===== src/hcs_defines.vh =====
// Constants for the hub configuration strap selector
`ifndef HCS_DEFINES_VH
`define HCS_DEFINES_VH

// Configuration method codes {bit2,bit1,bit0}
`define HCS_CODE_DEFAULT    3'h0
`define HCS_CODE_SMBUS      3'h1
`define HCS_CODE_LEVEL      3'h2
`define HCS_CODE_EEPROM     3'h3
`define HCS_CODE_EDGE       3'h4
`define HCS_CODE_EDGE_SPEED 3'h5

// Port-owner input modes
`define HCS_PMODE_EMBEDDED  2'h0
`define HCS_PMODE_LEVEL     2'h1
`define HCS_PMODE_EDGE      2'h2

// LED modes
`define HCS_LED_USB         2'h0
`define HCS_LED_HOST        2'h1
`define HCS_LED_HOST_SPEED  2'h2
`define HCS_LED_LOADED      2'h3

// Configuration sources
`define HCS_SRC_INTERNAL    2'h0
`define HCS_SRC_SMBUS       2'h1
`define HCS_SRC_EEPROM      2'h2

// SMBus slave address, 7 bits
`define HCS_SMB_ADDR        7'h2C

// APB register byte addresses
`define HCS_ADDR_METHOD     12'h000
`define HCS_ADDR_STRAPS     12'h004
`define HCS_ADDR_STATUS     12'h008
`define HCS_ADDR_CONTROL    12'h00C

// Field positions in the method register
`define HCS_F_CODE_LSB      0
`define HCS_F_PMODE_LSB     4
`define HCS_F_LED_LSB       8
`define HCS_F_SRC_LSB       12
`define HCS_F_STRAPEN       16
`define HCS_F_UNASSIGN      17
`define HCS_F_RESERVED      18
`define HCS_F_SMBADDR_LSB   24

// Control register reset value
`define HCS_CONTROL_RESET   1'h0

`endif


===== src/hcs_strap_select.v =====
// Configuration strap capture and method select with APB status view
//
// What this block does
// - Latch three method straps at reset release
// - Code 000: defaults, embedded, straps, USB LEDs
// - Code 001: SMBus slave 0101100, no straps
// - Code 010: defaults, level peripheral, no unassigned
// - Code 011: EEPROM load, LED mode loaded
// - Code 100: edge peripheral, host LEDs, unassigned
// - Code 101: edge, host+speed LEDs, no straps
// - SMBus clock pin doubles as strap bit0
// - Supply detect high means self-powered
// - Defaults sample fixed-device straps, LED polarity
`timescale 1ns/1ps
`include "hcs_defines.vh"

module hcs_strap_select (
    // Clock and reset
    input  wire        pclk,
    input  wire        presetn,
    // APB slave
    input  wire        psel,
    input  wire        penable,
    input  wire        pwrite,
    input  wire [11:0] paddr,
    input  wire [31:0] pwdata,
    input  wire [3:0]  pstrb,
    output wire        pready,
    output reg  [31:0] prdata,
    output wire        pslverr,
    // Strap inputs
    input  wire        config_method_strap_bit1,
    input  wire        config_method_strap_bit2,
    input  wire [1:0]  fixed_device_strap,
    input  wire        local_supply_detect,
    // Serial management clock pin, open drain
    input  wire        serial_mgmt_clock_in,
    output wire        serial_mgmt_clock_out,
    output wire        serial_mgmt_clock_oe_n,
    // Serial engine side clock request and sampled clock
    input  wire        smb_clock_hold,
    output reg         smb_clock_level,
    // Decoded configuration
    output reg  [2:0]  method_code,
    output reg  [1:0]  cfg_source,
    output reg  [1:0]  port_mode,
    output reg  [1:0]  led_mode,
    output reg         led_strap_enable,
    output reg         unassigned_ok,
    output reg         smbus_slave_enable,
    output reg  [6:0]  smbus_slave_addr,
    output reg  [3:0]  fixed_port_mask,
    output reg  [1:0]  led_active_high,
    output reg         self_powered,
    output reg         config_ready
);

    ////////////////////////////////////////////////////////////////////////
    // Strap capture

    // High in reset and in the first cycle after release; straps are caught by a clocked
    // process because an async reset may only load constants
    reg        capture_done;
    reg [2:0]  code_q;
    reg [1:0]  fixed_q;
    reg        use_strap_q;
    wire       capture = ~capture_done;

    wire [1:0] d_source;
    wire [1:0] d_pmode;
    wire [1:0] d_led;
    wire       d_strapen;
    wire       d_unassign;
    wire       d_smben;
    wire       d_reserved;

    hcs_decode u_decode (
        .code               (code_q),
        .cfg_source         (d_source),
        .port_mode          (d_pmode),
        .led_mode           (d_led),
        .led_strap_enable   (d_strapen),
        .unassigned_ok      (d_unassign),
        .smbus_slave_enable (d_smben),
        .code_reserved      (d_reserved)
    );

    // Mask of fixed ports from the two-bit strap, one low bit set per fixed port
    function [3:0] fixed_mask;
        input [1:0] s;
        begin
            case (s)
                2'h0:    fixed_mask = 4'h0;
                2'h1:    fixed_mask = 4'h1;
                2'h2:    fixed_mask = 4'h3;
                default: fixed_mask = 4'h7;
            endcase
        end
    endfunction

    // reset taken as the low level
    always @(posedge pclk or negedge presetn) begin
        if (!presetn) begin
            capture_done <= 1'h0;
            code_q       <= `HCS_CODE_DEFAULT;
            fixed_q      <= 2'h0;
            use_strap_q  <= 1'h0;
        end else if (capture) begin
            capture_done <= 1'h1;
            code_q       <= {config_method_strap_bit2,
                             config_method_strap_bit1,
                             serial_mgmt_clock_in};
            fixed_q      <= fixed_device_strap;
            use_strap_q  <= 1'h1;
        end
    end

    ////////////////////////////////////////////////////////////////////////
    // Registered configuration outputs

    // Outputs are flopped so downstream logic never sees decode glitches
    always @(posedge pclk or negedge presetn) begin
        if (!presetn) begin
            method_code        <= `HCS_CODE_DEFAULT;
            cfg_source         <= `HCS_SRC_INTERNAL;
            port_mode          <= `HCS_PMODE_EMBEDDED;
            led_mode           <= `HCS_LED_USB;
            led_strap_enable   <= 1'h0;
            unassigned_ok      <= 1'h0;
            smbus_slave_enable <= 1'h0;
            smbus_slave_addr   <= 7'h00;
            fixed_port_mask    <= 4'h0;
            led_active_high    <= 2'h0;
            self_powered       <= 1'h0;
            config_ready       <= 1'h0;
            smb_clock_level    <= 1'h1;
        end else begin
            method_code        <= code_q;
            cfg_source         <= d_source;
            port_mode          <= d_pmode;
            led_mode           <= d_led;
            led_strap_enable   <= d_strapen;
            unassigned_ok      <= d_unassign;
            smbus_slave_enable <= d_smben;
            smbus_slave_addr   <= d_smben ? `HCS_SMB_ADDR : 7'h00;
            // fixed ports only under internal defaults
            if (use_strap_q && d_source == `HCS_SRC_INTERNAL) begin
                fixed_port_mask <= fixed_mask(fixed_q);
                led_active_high <= ~fixed_q;
            end else begin
                fixed_port_mask <= 4'h0;
                led_active_high <= 2'h0;
            end
            self_powered       <= local_supply_detect;
            config_ready       <= capture_done;
            // afterwards pin is only the serial clock
            smb_clock_level    <= serial_mgmt_clock_in;
        end
    end

    // Open drain: enable low pulls the line low on a clock hold request,
    // and never during capture so the strap is read undisturbed
    assign serial_mgmt_clock_out  = 1'h0;
    assign serial_mgmt_clock_oe_n = ~(smb_clock_hold & capture_done);

    ////////////////////////////////////////////////////////////////////////
    // APB slave

    reg        ctrl_force_default;
    wire       acc    = psel & penable;
    wire       wr_acc = acc & pwrite;

    // Zero wait states; unmapped addresses answer with an error
    function is_mapped;
        input [11:0] a;
        begin
            is_mapped = (a == `HCS_ADDR_METHOD) ||
                        (a == `HCS_ADDR_STRAPS) ||
                        (a == `HCS_ADDR_STATUS) ||
                        (a == `HCS_ADDR_CONTROL);
        end
    endfunction

    assign pready  = 1'h1;
    assign pslverr = acc & ~is_mapped(paddr);

    // Control: bit0 requests a scratch marker visible in status
    always @(posedge pclk or negedge presetn) begin
        if (!presetn) begin
            ctrl_force_default <= `HCS_CONTROL_RESET;
        end else if (wr_acc && paddr == `HCS_ADDR_CONTROL && pstrb[0]) begin
            ctrl_force_default <= pwdata[0];
        end
    end

    // Read data registered on the setup cycle, valid in the access phase
    always @(posedge pclk or negedge presetn) begin
        if (!presetn) begin
            prdata <= 32'h0000_0000;
        end else if (psel && !penable && !pwrite) begin
            case (paddr)
                `HCS_ADDR_METHOD: begin
                    prdata <= {1'h0, smbus_slave_addr, 5'h00,
                               d_reserved, unassigned_ok,
                               led_strap_enable, 2'h0, cfg_source,
                               2'h0, led_mode, 2'h0, port_mode,
                               1'h0, method_code};
                end
                `HCS_ADDR_STRAPS: begin
                    prdata <= {22'h000000, led_active_high,
                               fixed_port_mask, 2'h0, fixed_q};
                end
                `HCS_ADDR_STATUS: begin
                    prdata <= {28'h0000000, smb_clock_level,
                               ctrl_force_default, config_ready,
                               self_powered};
                end
                `HCS_ADDR_CONTROL: begin
                    prdata <= {31'h00000000, ctrl_force_default};
                end
                default: begin
                    prdata <= 32'h0000_0000;
                end
            endcase
        end
    end

endmodule // hcs_strap_select


===== src/hcs_decode.v =====
// Combinational decode of the latched configuration method code
`timescale 1ns/1ps
`include "hcs_defines.vh"

module hcs_decode (
    // Latched code
    input  wire [2:0] code,
    // Decoded configuration
    output reg  [1:0] cfg_source,
    output reg  [1:0] port_mode,
    output reg  [1:0] led_mode,
    output reg        led_strap_enable,
    output reg        unassigned_ok,
    output reg        smbus_slave_enable,
    output reg        code_reserved
);

    // Table lookup; reserved codes fall back to internal defaults
    always @* begin
        cfg_source         = `HCS_SRC_INTERNAL;
        port_mode          = `HCS_PMODE_EMBEDDED;
        led_mode           = `HCS_LED_USB;
        led_strap_enable   = 1'h1;
        unassigned_ok      = 1'h0;
        smbus_slave_enable = 1'h0;
        code_reserved      = 1'h0;
        case (code)
            `HCS_CODE_DEFAULT: begin
                port_mode = `HCS_PMODE_EMBEDDED;
            end
            `HCS_CODE_SMBUS: begin
                cfg_source         = `HCS_SRC_SMBUS;
                led_mode           = `HCS_LED_LOADED;
                led_strap_enable   = 1'h0;
                smbus_slave_enable = 1'h1;
            end
            `HCS_CODE_LEVEL: begin
                port_mode = `HCS_PMODE_LEVEL;
            end
            `HCS_CODE_EEPROM: begin
                cfg_source       = `HCS_SRC_EEPROM;
                led_mode         = `HCS_LED_LOADED;
                led_strap_enable = 1'h0;
            end
            `HCS_CODE_EDGE: begin
                port_mode     = `HCS_PMODE_EDGE;
                led_mode      = `HCS_LED_HOST;
                unassigned_ok = 1'h1;
            end
            // edge peripheral, host and speed LEDs
            `HCS_CODE_EDGE_SPEED: begin
                port_mode        = `HCS_PMODE_EDGE;
                led_mode         = `HCS_LED_HOST_SPEED;
                led_strap_enable = 1'h0;
                unassigned_ok    = 1'h1;
            end
            default: begin
                code_reserved = 1'h1;
            end
        endcase
    end

endmodule // hcs_decode


===== config.mk =====
export PLATFORM = sky130hd
export DESIGN_NAME = hcs_strap_select
export DESIGN_NICKNAME = d
export VERILOG_FILES = /design/src/hcs_strap_select.v /design/src/hcs_decode.v
export VERILOG_INCLUDE_DIRS = /design/src
export SDC_FILE = /design/constraint.sdc
export NUM_CORES = 1
export LEC_CHECK = 0
export BUFFER_PORTS_ARGS = -buffer_cell sky130_fd_sc_hd__buf_2
export CORE_MARGIN = 1
export CORE_UTILIZATION = 35
export DETAILED_ROUTE_END_ITERATION = 6
export GPL_TIMING_DRIVEN = 0
export HOLD_SLACK_MARGIN = 0.12
export PLACE_DENSITY_LB_ADDON = 0.08
export SLEW_MARGIN = 20
export SYNTH_ARGS = -nofsm -noshare
export SYNTH_HDL_FRONTEND = slang
export SYNTH_SLANG_ARGS = --single-unit

===== constraint.sdc =====
create_clock -name pclk -period 1.73 [get_ports pclk]
set_input_delay 0.173 -clock pclk [delete_from_list [all_inputs] [get_ports pclk]]
set_output_delay 0.173 -clock pclk [all_outputs]
set_load 0.05 [all_outputs]

==> metrics.txt, run 1 <==
Peak Freq=between 600 and 700 MHz; crit-path max FO=5; required time at the worst-slack endpoint=1.56 ns; # resized after CTS=0; clk slew on worst S/H paths=about 0.080 ns; CP max stage delay=0.41 ns; number of nets in the finished design=approximately 320; Std-Cell Core Area=a little over 0.005 mm2; pin count of the biggest net entering global routing=42; initial drt markers=44; Peak supply drop=about 0.45 mV; max-slew violation count=0; max-capacitance violation count=0; residual antenna-violating net count after detailed routing=0; minimum hold slack=roughly 0.19 ns; post-detailed-route via-to-cell ratio=around 4.2; chip height=between 70 and 80 um; portion of the clock cycle consumed by the worst path in the final layout=0.889; diode insertion count for antenna repair=0; antenna violations before repair=0; horizontal die dimension=roughly 75 um; drt wl/cell=11.8 um; Initial Util=0.365; worst clock skew=slightly above 0.01 ns; quantity of hold-fixing buffers added after cts=8; number of top-level design ports=between 100 and 150; Clock H-tree levels=2; critical path class=input port to output port; YS warnings=0; type of origin of the critical path=input port; power density over the cells=898 mW/mm2; sequential element share of the synthesized area=0.547; port buffer count=66; flip-flop and latch count after synthesis=41; GRT Util Overall=0.150; dominant synthesized flop cell=dfrtp_1; per-instance average area after synthesis=11.6 um2; WP buf/inv=2; Clk Latency, worst-skew pair=approximately 0.29 ns; via count=1402; total clock buffers created by CTS=5; Arr. time, crit path=between 1 and 1.5 ns; Slowest-stage cell, CP=nor4_4; outcome=complete, no violations; final sum of negative setup slack=0 ns; transition time at the pin with the least slew margin=roughly 0.91 ns; DR pass1 iterations=4; global-route wire length before repair=6130 um; synth unique cells=33; Clk Tree Root Cell=clkbuf_8; total DRC errors in the routed layout=0; instance count of the mapped netlist=between 150 and 200; wire length after detailed routing=3960 um; Layout area overhead=35.5%; buffers inserted during post-CTS setup optimization=0; share of final-layout standard cells stronger than drive strength 1=0.453; CTS tree=built; end-of-flow core utilization=0.495; ordered cell list for the critical path=buf_2 -> nor4_4 -> nand3_2 -> and3_1 -> buf_2; final RePlAce weighted congestion=0.771; vias in the first global route=approximately 1300; type of element capturing the critical path=output port; maximum buffer depth of the clock tree=2; setup repair after global routing missed its margin=no; leakage power figure=1.37 nW; share of synthesized flip-flops with an asynchronous set or reset=1.00; Post-synth EDFFs=0; Largest delay share family, worst path=simple AND/OR/NAND/NOR gates; Final min period=about 1.5 ns; power consumption=~0.0023 W; TritonCTS sink count=41; final number of setup-violating endpoints=0; Hold/Removal Path Class=input port to register; library cell appearing most often on the critical path=buf_2; headroom to the max-slew limit=0.395; aggregate global routing overflow=0; Synth Cell Area=between 0.0015 and 0.002 mm2; full die area=about 0.0057 mm2; hold violation total from the final report=0; number of rows created at floorplan=26; detailed placement HPWL=roughly 3000 um
==> cell usage in the layout, fill, tap and decap left out, drive strengths merged, types with 2 or more instances in the layout <==
master	n
nand2b	2
conb	23
nor4	2
o31ai	6
buf	100
dfrtp	40
and3	2
o41ai	3
nand4	3
clkbuf	9
mux2	6
mux2i	6
nand2	25
dlygate4sd3	8
inv	4
nor2	8
o21ai	6
==> synth_stat cells, drive strengths merged (2+ instances only) <==
cell | instances | area, um2
mux2 | 6 | 67.6
nor2 | 8 | 30.0
conb | 2 | 7.51
nand2 | 25 | 93.8
buf | 34 | 255
o21ai | 6 | 30.0
nor4 | 2 | 42.5
o31ai | 6 | 50.1
inv | 4 | 15.0
dfrtp | 40 | 1000
o41ai | 3 | 48.8
nand2b | 2 | 12.5
and3 | 2 | 12.5
mux2i | 6 | 60.1
nand4 | 3 | 18.8
==> cells by family after synthesis <==
kind of cell	Yosys count	share of synthesized area
AO/OA/AOI/OAI	16	0.0726
other	2	0.00400
flip-flops	41	0.547
buffers and inverters	39	0.146
multiplexers	13	0.0799
AND/OR/NAND/NOR	51	0.151
==> path summary, 6_finish.rpt <==
| path | from | endpoint | slack [ns] | cells after the start |
|---|---|---|---|---|
| max | paddr[1] | pslverr | 0.19 | 5 |
| min | paddr[10] | prdata[0]$_DFFE_PN0P_ | 0.19 | 4 |
| max reg2reg | fixed_q[0]$_DFFE_PN0N_ | prdata[0]$_DFFE_PN0P_ | 0.56 | 3 |
| min reg2reg | capture_done$_DFF_PN0_ | config_ready$_DFF_PN0_ | 0.37 | 0 |
| max in group asynchronous | presetn | fixed_port_mask[1]$_DFF_PN0_ | 0.59 | 2 |
| min in group asynchronous | presetn | ctrl_force_default$_DFFE_PN0P_ | 0.57 | 2 |
==> sequential cells by signal (all words and copies together), names as in the netlist <==
signal	count
fixed_q	2
prdata	14
use_strap_q	1
capture_done	1
fixed_port_mask	3
self_powered	1
config_ready	1
ctrl_force_default	1
port_mode	2
cfg_source	2
led_strap_enable	1
code_q	3
method_code	3
smb_clock_level	1
unassigned_ok	1
led_mode	2
led_active_high	2
==> per-layer routing <==
| metal | routed length (um) | share of wire | vias up | track usage |
|---|---|---|---|---|
| li1 | - | - | 697 | - |
| met1 | 1710 | 0.43 | 647 | 0.183 |
| met2 | 1970 | 0.50 | 54 | 0.262 |
| met3 | 228 | 0.058 | 4 | 0.0375 |
| met4 | 44 | 0.011 | 0 | 0.0494 |
| met5 | 0 | 0 | - | 0 |
==> cell type report <==
| type | count | area (um2) |
|---|---|---|
| Buffer | 35 | 259 |
| Clock buffer | 8 | 90.1 |
| Fill cell | 525 | 2590 |
| Inverter | 4 | 15.0 |
| Multi-Input combinational cell | 103 | 656 |
| Sequential cell | 41 | 1030 |
| Tap cell | 70 | 87.6 |
| Timing Repair Buffer | 74 | 410 |
==> report_power, final <==
part	total (W)	internal, W	switching [W]
sequential	0.00106	0.00102	0.0000460
clock	0.000637	0.000326	0.000312
combinational	0.000585	0.000161	0.000424
total	0.00228	0.00150	0.000782
==> per-stage QoR <==
step,area [um2],setup slack [ns],cells
after floorplan,1960,0.416,183
after global placement,2370,0.191,319
after detailed placement,2370,0.201,319
after CTS,2540,0.189,335
after global routing,2540,0.116,335
final,2540,0.192,335
==> worst register-to-register path: stages, from the launching register on <==
cell	delay, ns
dfrtp_1	0.43
mux4_2	0.48
nand4_1	0.11
o21ai_1	0.06
No activity file was read; power rests on OpenSTA's default activity.
==> run 2, diff against run 1 <==
Settings changed: CORE_ASPECT_RATIO from default to 1.25, SKIP_LAST_GASP from default to 1.
==> metrics.txt, run 2 (synthesis results as in run 1) <==
detailed placement HPWL=about 3100 um; setup repair after global routing missed its margin=no; number of nets in the finished design=~320; number of rows created at floorplan=29; power density over the cells=approximately 990 mW/mm2; Arr. time, crit path=roughly 1.3 ns; crit-path max FO=5; Clock H-tree levels=2; final number of setup-violating endpoints=0; leakage power figure=roughly 1.4 nW; Hold/Removal Path Class=input port to register; Peak supply drop=around 0.56 mV; antenna violations before repair=0; hold violation total from the final report=0; initial drt markers=24; wire length after detailed routing=between 3000 and 4000 um; Clk network pwr share=0.357; post-detailed-route via-to-cell ratio=4.21; # resized after CTS=0; TritonCTS sink count=41; end point of the most critical hold path=prdata[0]$_DFFE_PN0P_; type of element capturing the critical path=output port; critical path class=input port to output port; total DRC errors in the routed layout=0; type of origin of the critical path=input port; most frequent cells in the layout=69 x buf_2, 40 x dfrtp_1, 29 x buf_4; global-route wire length before repair=6310 um; final sum of negative setup slack=0 ns; area occupied by multi-input gates=between 600 and 700 um2; outcome=complete, no violations; sequential share of power=0.415; required time at the worst-slack endpoint=1.56 ns; destination of the worst register-to-register timing path=prdata[0]$_DFFE_PN0P_; final setup slack of the worst path=0.215 ns; pin count of the biggest net entering global routing=between 40 and 50; Slowest-stage cell, CP=nor4_4; clk slew on worst S/H paths=roughly 0.08 ns; port buffer count=66; aggregate global routing overflow=0; most common library cell in the layout ignoring fill and taps=buf_2; Register-to-Register Path Depth=3; buffers inserted during post-CTS setup optimization=0; max-capacitance violation count=0; Largest delay share family, worst path=simple AND/OR/NAND/NOR gates; transition time at the pin with the least slew margin=between 0.8 and 0.9 ns; via count=between 1000 and 1500; drt wl/cell=12.1 um; diode insertion count for antenna repair=0; combined flip-flop and latch cell area=0.00103 mm2; hold wc startpoint=paddr[10]; Crit Reg-Reg Startpoint=fixed_q[0]$_DFFE_PN0N_; depth of the worst hold-timing path=4; CP max stage delay=around 0.4 ns; horizontal die dimension=just under 70 um; GRT Util Overall=0.153; Initial Util=0.367; portion of the clock cycle consumed by the worst path in the final layout=0.876; ordered cell list for the critical path=buf_2 -> nor4_4 -> nand3_2 -> and3_1 -> buf_2; Clk Tree Root Cell=clkbuf_8; share of final-layout standard cells stronger than drive strength 1=0.460; Biggest register=prdata; headroom to the max-slew limit=0.422; Clk Latency, worst-skew pair=just under 0.3 ns; Peak Freq=between 600 and 700 MHz; Layout area overhead=37.5%; share of total power in combinational logic=0.228; # fillers=approximately 490; number of top-level design ports=approximately 120; cell depth of the worst setup path=5; residual antenna-violating net count after detailed routing=0; total clock buffers created by CTS=5; worst clock skew=between 0.005 and 0.006 ns; switch share=0.313; maximum buffer depth of the clock tree=2; switching power summed over all nets=between 0.0008 and 0.0009 W; chip height=between 80 and 90 um; DR pass1 iterations=4; Final min period=between 1.5 and 2 ns; full die area=0.00566 mm2; WP buf/inv=2; number of flip-flops in the largest register=14; max-slew violation count=0; setup slack on the worst flop-to-flop path=around 0.55 ns; vias in the first global route=1283; Power Internal=roughly 0.0018 W; Setup Slack @ Placement=0.225 ns; CTS tree=built; final RePlAce weighted congestion=a little under 0.8; Std-Cell Core Area=between 0.005 and 0.006 mm2; end-of-flow core utilization=0.505; library cell appearing most often on the critical path=buf_2
==> run 2: cell count changes in the layout (fill, tap and decap cells not counted) <==
cell,delta
bufinv_16,+2
clkbuf_1,-2
clkbuf_8,-1
inv_6,+1
==> run 2: stage by stage <==
step           hold slack, ns  cell area, um2  power [W]  std cells
5_1_grt                 0.223            2580    0.00268        327
4_1_cts                 0.196            2580    0.00259        327
3_3_place_gp            0.281            2360    0.00166        311
2_1_floorplan          -0.123            1960    0.00151        183
3_5_place_dp            0.283            2360    0.00166        311
6_report                0.199            2580    0.00256        327
==> run 2: worst max path at each step <==
stage | from | slack [ns] | to
3_5_place_dp | paddr[1] | 0.23 | pslverr
5_1_grt | paddr[1] | 0.12 | pslverr
2_1_floorplan | self_powered$_DFF_PN0_ | 0.42 | prdata[0]$_DFFE_PN0P_
6_report | paddr[1] | 0.22 | pslverr
3_3_place_gp | paddr[1] | 0.22 | pslverr
4_1_cts | paddr[1] | 0.21 | pslverr
==> run 2: tightest hold or removal path, cell delays in order <==
cell and delay, ns:
buf_2 0.10, nor4_4 0.05, nand4_1 0.08, o21ai_1 0.06
==> run 2: metal layers <==
metal | GRT usage | vias to the layer above | wire (um)
met5 | 0 | - | 0
met4 | 0.0580 | 0 | 55
met3 | 0.0383 | 6 | 278
met2 | 0.262 | 59 | 2120
met1 | 0.177 | 612 | 1510
li1 | - | 700 | -
==> run 2: cell type report <==
type,instances,area share
Sequential cell,41,0.398
Buffer,35,0.100
Multi-Input combinational cell,103,0.254
Tap cell,62,0.0300
Clock inverter,3,0.0266
Timing Repair Buffer,74,0.159
Inverter,4,0.00581
Clock buffer,5,0.0266
==> run 2: timing repair <==
action | in CTS | in global routing
endpoints found under the hold margin | 47 | 0
endpoints found under the setup margin | 0 | 0
hold buffers | 8 | 0
==> run 2: power groups by stage <==
stage / Sequential (W) / Combinational, W / Clock [W]
floorplan: 0.00123 / 0.000279 / 0
global placement: 0.00108 / 0.000573 / 0
detailed placement: 0.00108 / 0.000573 / 0
CTS: 0.00106 / 0.000587 / 0.000941
global route: 0.00107 / 0.000618 / 0.000985
finish: 0.00106 / 0.000583 / 0.000914
==> run 3, diff against run 2 <==
Settings changed: ABC_AREA from default to 1, CTS_CLUSTER_SIZE from default to 14, MAX_ROUTING_LAYER from default to met4.
==> metrics.txt, run 3 <==
outcome=complete, no violations; Synth Cell Area=0.00197 mm2; Layout area overhead=33.0%; number of flip-flops in the largest register=14; compound-gate portion of the synthesized area=0.0445; headroom to the max-slew limit=0.408; detailed placement HPWL=approximately 3200 um; fraction of post-synthesis cell area in the top cell type by area=0.508; Std-Cell Core Area=0.00544 mm2; per-instance average area after synthesis=9.25 um2; area share of and/or/nand/nor cells after synthesis=0.272; horizontal die dimension=~70 um; Peak supply drop=roughly 0.46 mV; flip-flop and latch count after synthesis=41; required time at the worst-slack endpoint=between 1.5 and 2 ns; final number of setup-violating endpoints=0; multiplexer area fraction after synthesis=0.00572; CTS tree=built; Peak Freq=~680 MHz; instance count of the mapped netlist=approximately 210; hold violation total from the final report=0; minimum hold slack=about 0.19 ns; share of final-layout standard cells stronger than drive strength 1=0.405; Hold/Removal Path Class=input port to register; DR pass1 iterations=4; largest cells by area after synthesis=dfrtp_1 51%, buf_4 11%, nand2_1 9.1%; crit-path max FO=10; Post-synth EDFFs=0; number of nets in the finished design=around 380; TritonCTS sink count=41; quantity of hold-fixing buffers added after cts=6; pin count of the biggest net entering global routing=42; Clock H-tree levels=2; end-of-flow core utilization=0.481; post-synthesis cell type with the largest combined area=dfrtp_1; Arr. time, crit path=1.30 ns; chip height=85.9 um; total DRC errors in the routed layout=0; Synth Area in Adders=0; largest family of logic cells by synthesized area=simple AND/OR/NAND/NOR gates; portion of the clock cycle consumed by the worst path in the final layout=0.849; Final min period=1.47 ns; power density over the cells=836 mW/mm2; sequential element share of the synthesized area=0.522; antenna violations before repair=0; leading cell type by number of instances after synthesis=nand2_1; # resized after CTS=0; # fillers=568; drt wl/cell=about 11 um; final sum of negative setup slack=0 ns; xor-xnor portion of the synthesized cell area=0; total clock buffers created by CTS=5; maximum buffer depth of the clock tree=2; port buffer count=67; dominant synthesized flop cell=dfrtp_1; share of synthesized flip-flops with an asynchronous set or reset=1.00; leakage power figure=between 1.5 and 2 nW; Biggest register=prdata; Initial Util=0.362; max-capacitance violation count=0; wire length after detailed routing=4150 um; residual antenna-violating net count after detailed routing=0; vias in the first global route=around 1500; type of origin of the critical path=register; global-route wire length before repair=~7000 um; Clk Tree Root Cell=clkbuf_8; number of top-level design ports=124; post-detailed-route via-to-cell ratio=4.09; clk slew on worst S/H paths=approximately 0.08 ns; via count=around 1600; most common library cell in the layout ignoring fill and taps=buf_2; synth unique cells=24; initial drt markers=between 60 and 70; buffers inserted during post-CTS setup optimization=0; Clk Latency, worst-skew pair=around 0.29 ns; type of element capturing the critical path=output port; transition time at the pin with the least slew margin=0.888 ns; critical path class=register to output port; final RePlAce weighted congestion=0.738; worst clock skew=0.00328 ns; top cells by count, synth=48 x nand2_1, 40 x dfrtp_1, 30 x buf_4, 20 x nand3_1, 18 x nor2_1; diode insertion count for antenna repair=0; most frequent cells in the layout=67 x buf_2, 48 x nand2_1, 40 x dfrtp_1; max-slew violation count=0; GRT Util Overall=0.153; aggregate global routing overflow=0; setup repair after global routing missed its margin=no; number of rows created at floorplan=30; full die area=slightly below 0.006 mm2; YS warnings=0
==> run 3: cell types whose count changed in the layout (fill, tap and decap cells not counted), sizes merged, moves of 3 or more <==
cell / before / now
inv: 5 / 15
nand3: 1 / 22
o21ai: 6 / 9
mux2: 6 / 1
a21oi: 0 / 6
o41ai: 3 / 0
o31ai: 6 / 1
nor2: 8 / 26
mux2i: 6 / 0
nand2: 25 / 54
==> run 3: path summary, 6_finish.rpt <==
check,cells past startpoint,slack (ns),start,endpoint
min,5,0.19,pwdata[0],ctrl_force_default$_DFFE_PN0P_
min in group asynchronous,2,0.55,presetn,prdata[13]$_DFFE_PN0P_
min reg2reg,0,0.41,capture_done$_DFF_PN0_,config_ready$_DFF_PN0_
max in group asynchronous,2,0.62,presetn,method_code[0]$_DFF_PN0_
max reg2reg,4,0.72,code_q[2]$_DFFE_PN0N_,fixed_port_mask[0]$_DFF_PN0_
max,3,0.26,capture_done$_DFF_PN0_,serial_mgmt_clock_oe_n
==> run 3: where the power goes <==
| part | total (W) | switching [W] | leakage (nW) | internal, W |
|---|---|---|---|---|
| registers | 0.00105 | 0.0000390 | 0.517 | 0.00101 |
| clock network | 0.000612 | 0.000334 | 0.0439 | 0.000278 |
| logic | 0.000528 | 0.000398 | 0.999 | 0.000130 |
| total | 0.00219 | 0.000770 | 1.56 | 0.00142 |
==> run 3: cell families (layout without fill, tap and decap cells) <==
logic type | Yosys count | in the layout
flops | 41 | 41
simple gates | 105 | 105
mux | 1 | 1
other cells | 2 | 23
buf+inv | 48 | 130
compound gates | 16 | 16
==> run 3: per-stage QoR <==
stage	cell area, um2	power, W	cells	worst slack, ns
after floorplan	2050	0.00146	234	0.224
after global placement	2460	0.00159	365	0.324
after detailed placement	2460	0.00159	365	0.315
after CTS	2610	0.00221	379	0.217
after global routing	2620	0.00230	380	0.154
final	2620	0.00219	380	0.262
==> run 3: worst max-delay path: stages, from the launching register on <==
cell	delay, ns
dfrtp_1	0.37
clkbuf_1	0.33
nand2_1	0.08
buf_2	0.22
==> run 3: area by class of cell <==
class,count,area (um2),share of cell area
clock buffers,5,68.8,0.0263
multi-input cells,145,721,0.275
plain buffers,33,244,0.0931
repair buffers,74,405,0.155
well taps,64,80.1,0.0306
flip-flops and latches,41,1030,0.392
inverters,15,56.3,0.0215
clock inverters,3,17.5,0.00669
==> run 3: routing by layer <==
layer / GRT usage / up-vias / share of wire
li1: - / 821 / -
met1: 0.176 / 678 / 0.42
met2: 0.254 / 47 / 0.50
met3: 0.0447 / 9 / 0.054
met4: 0.0575 / 0 / 0.021
met5: - / - / 0
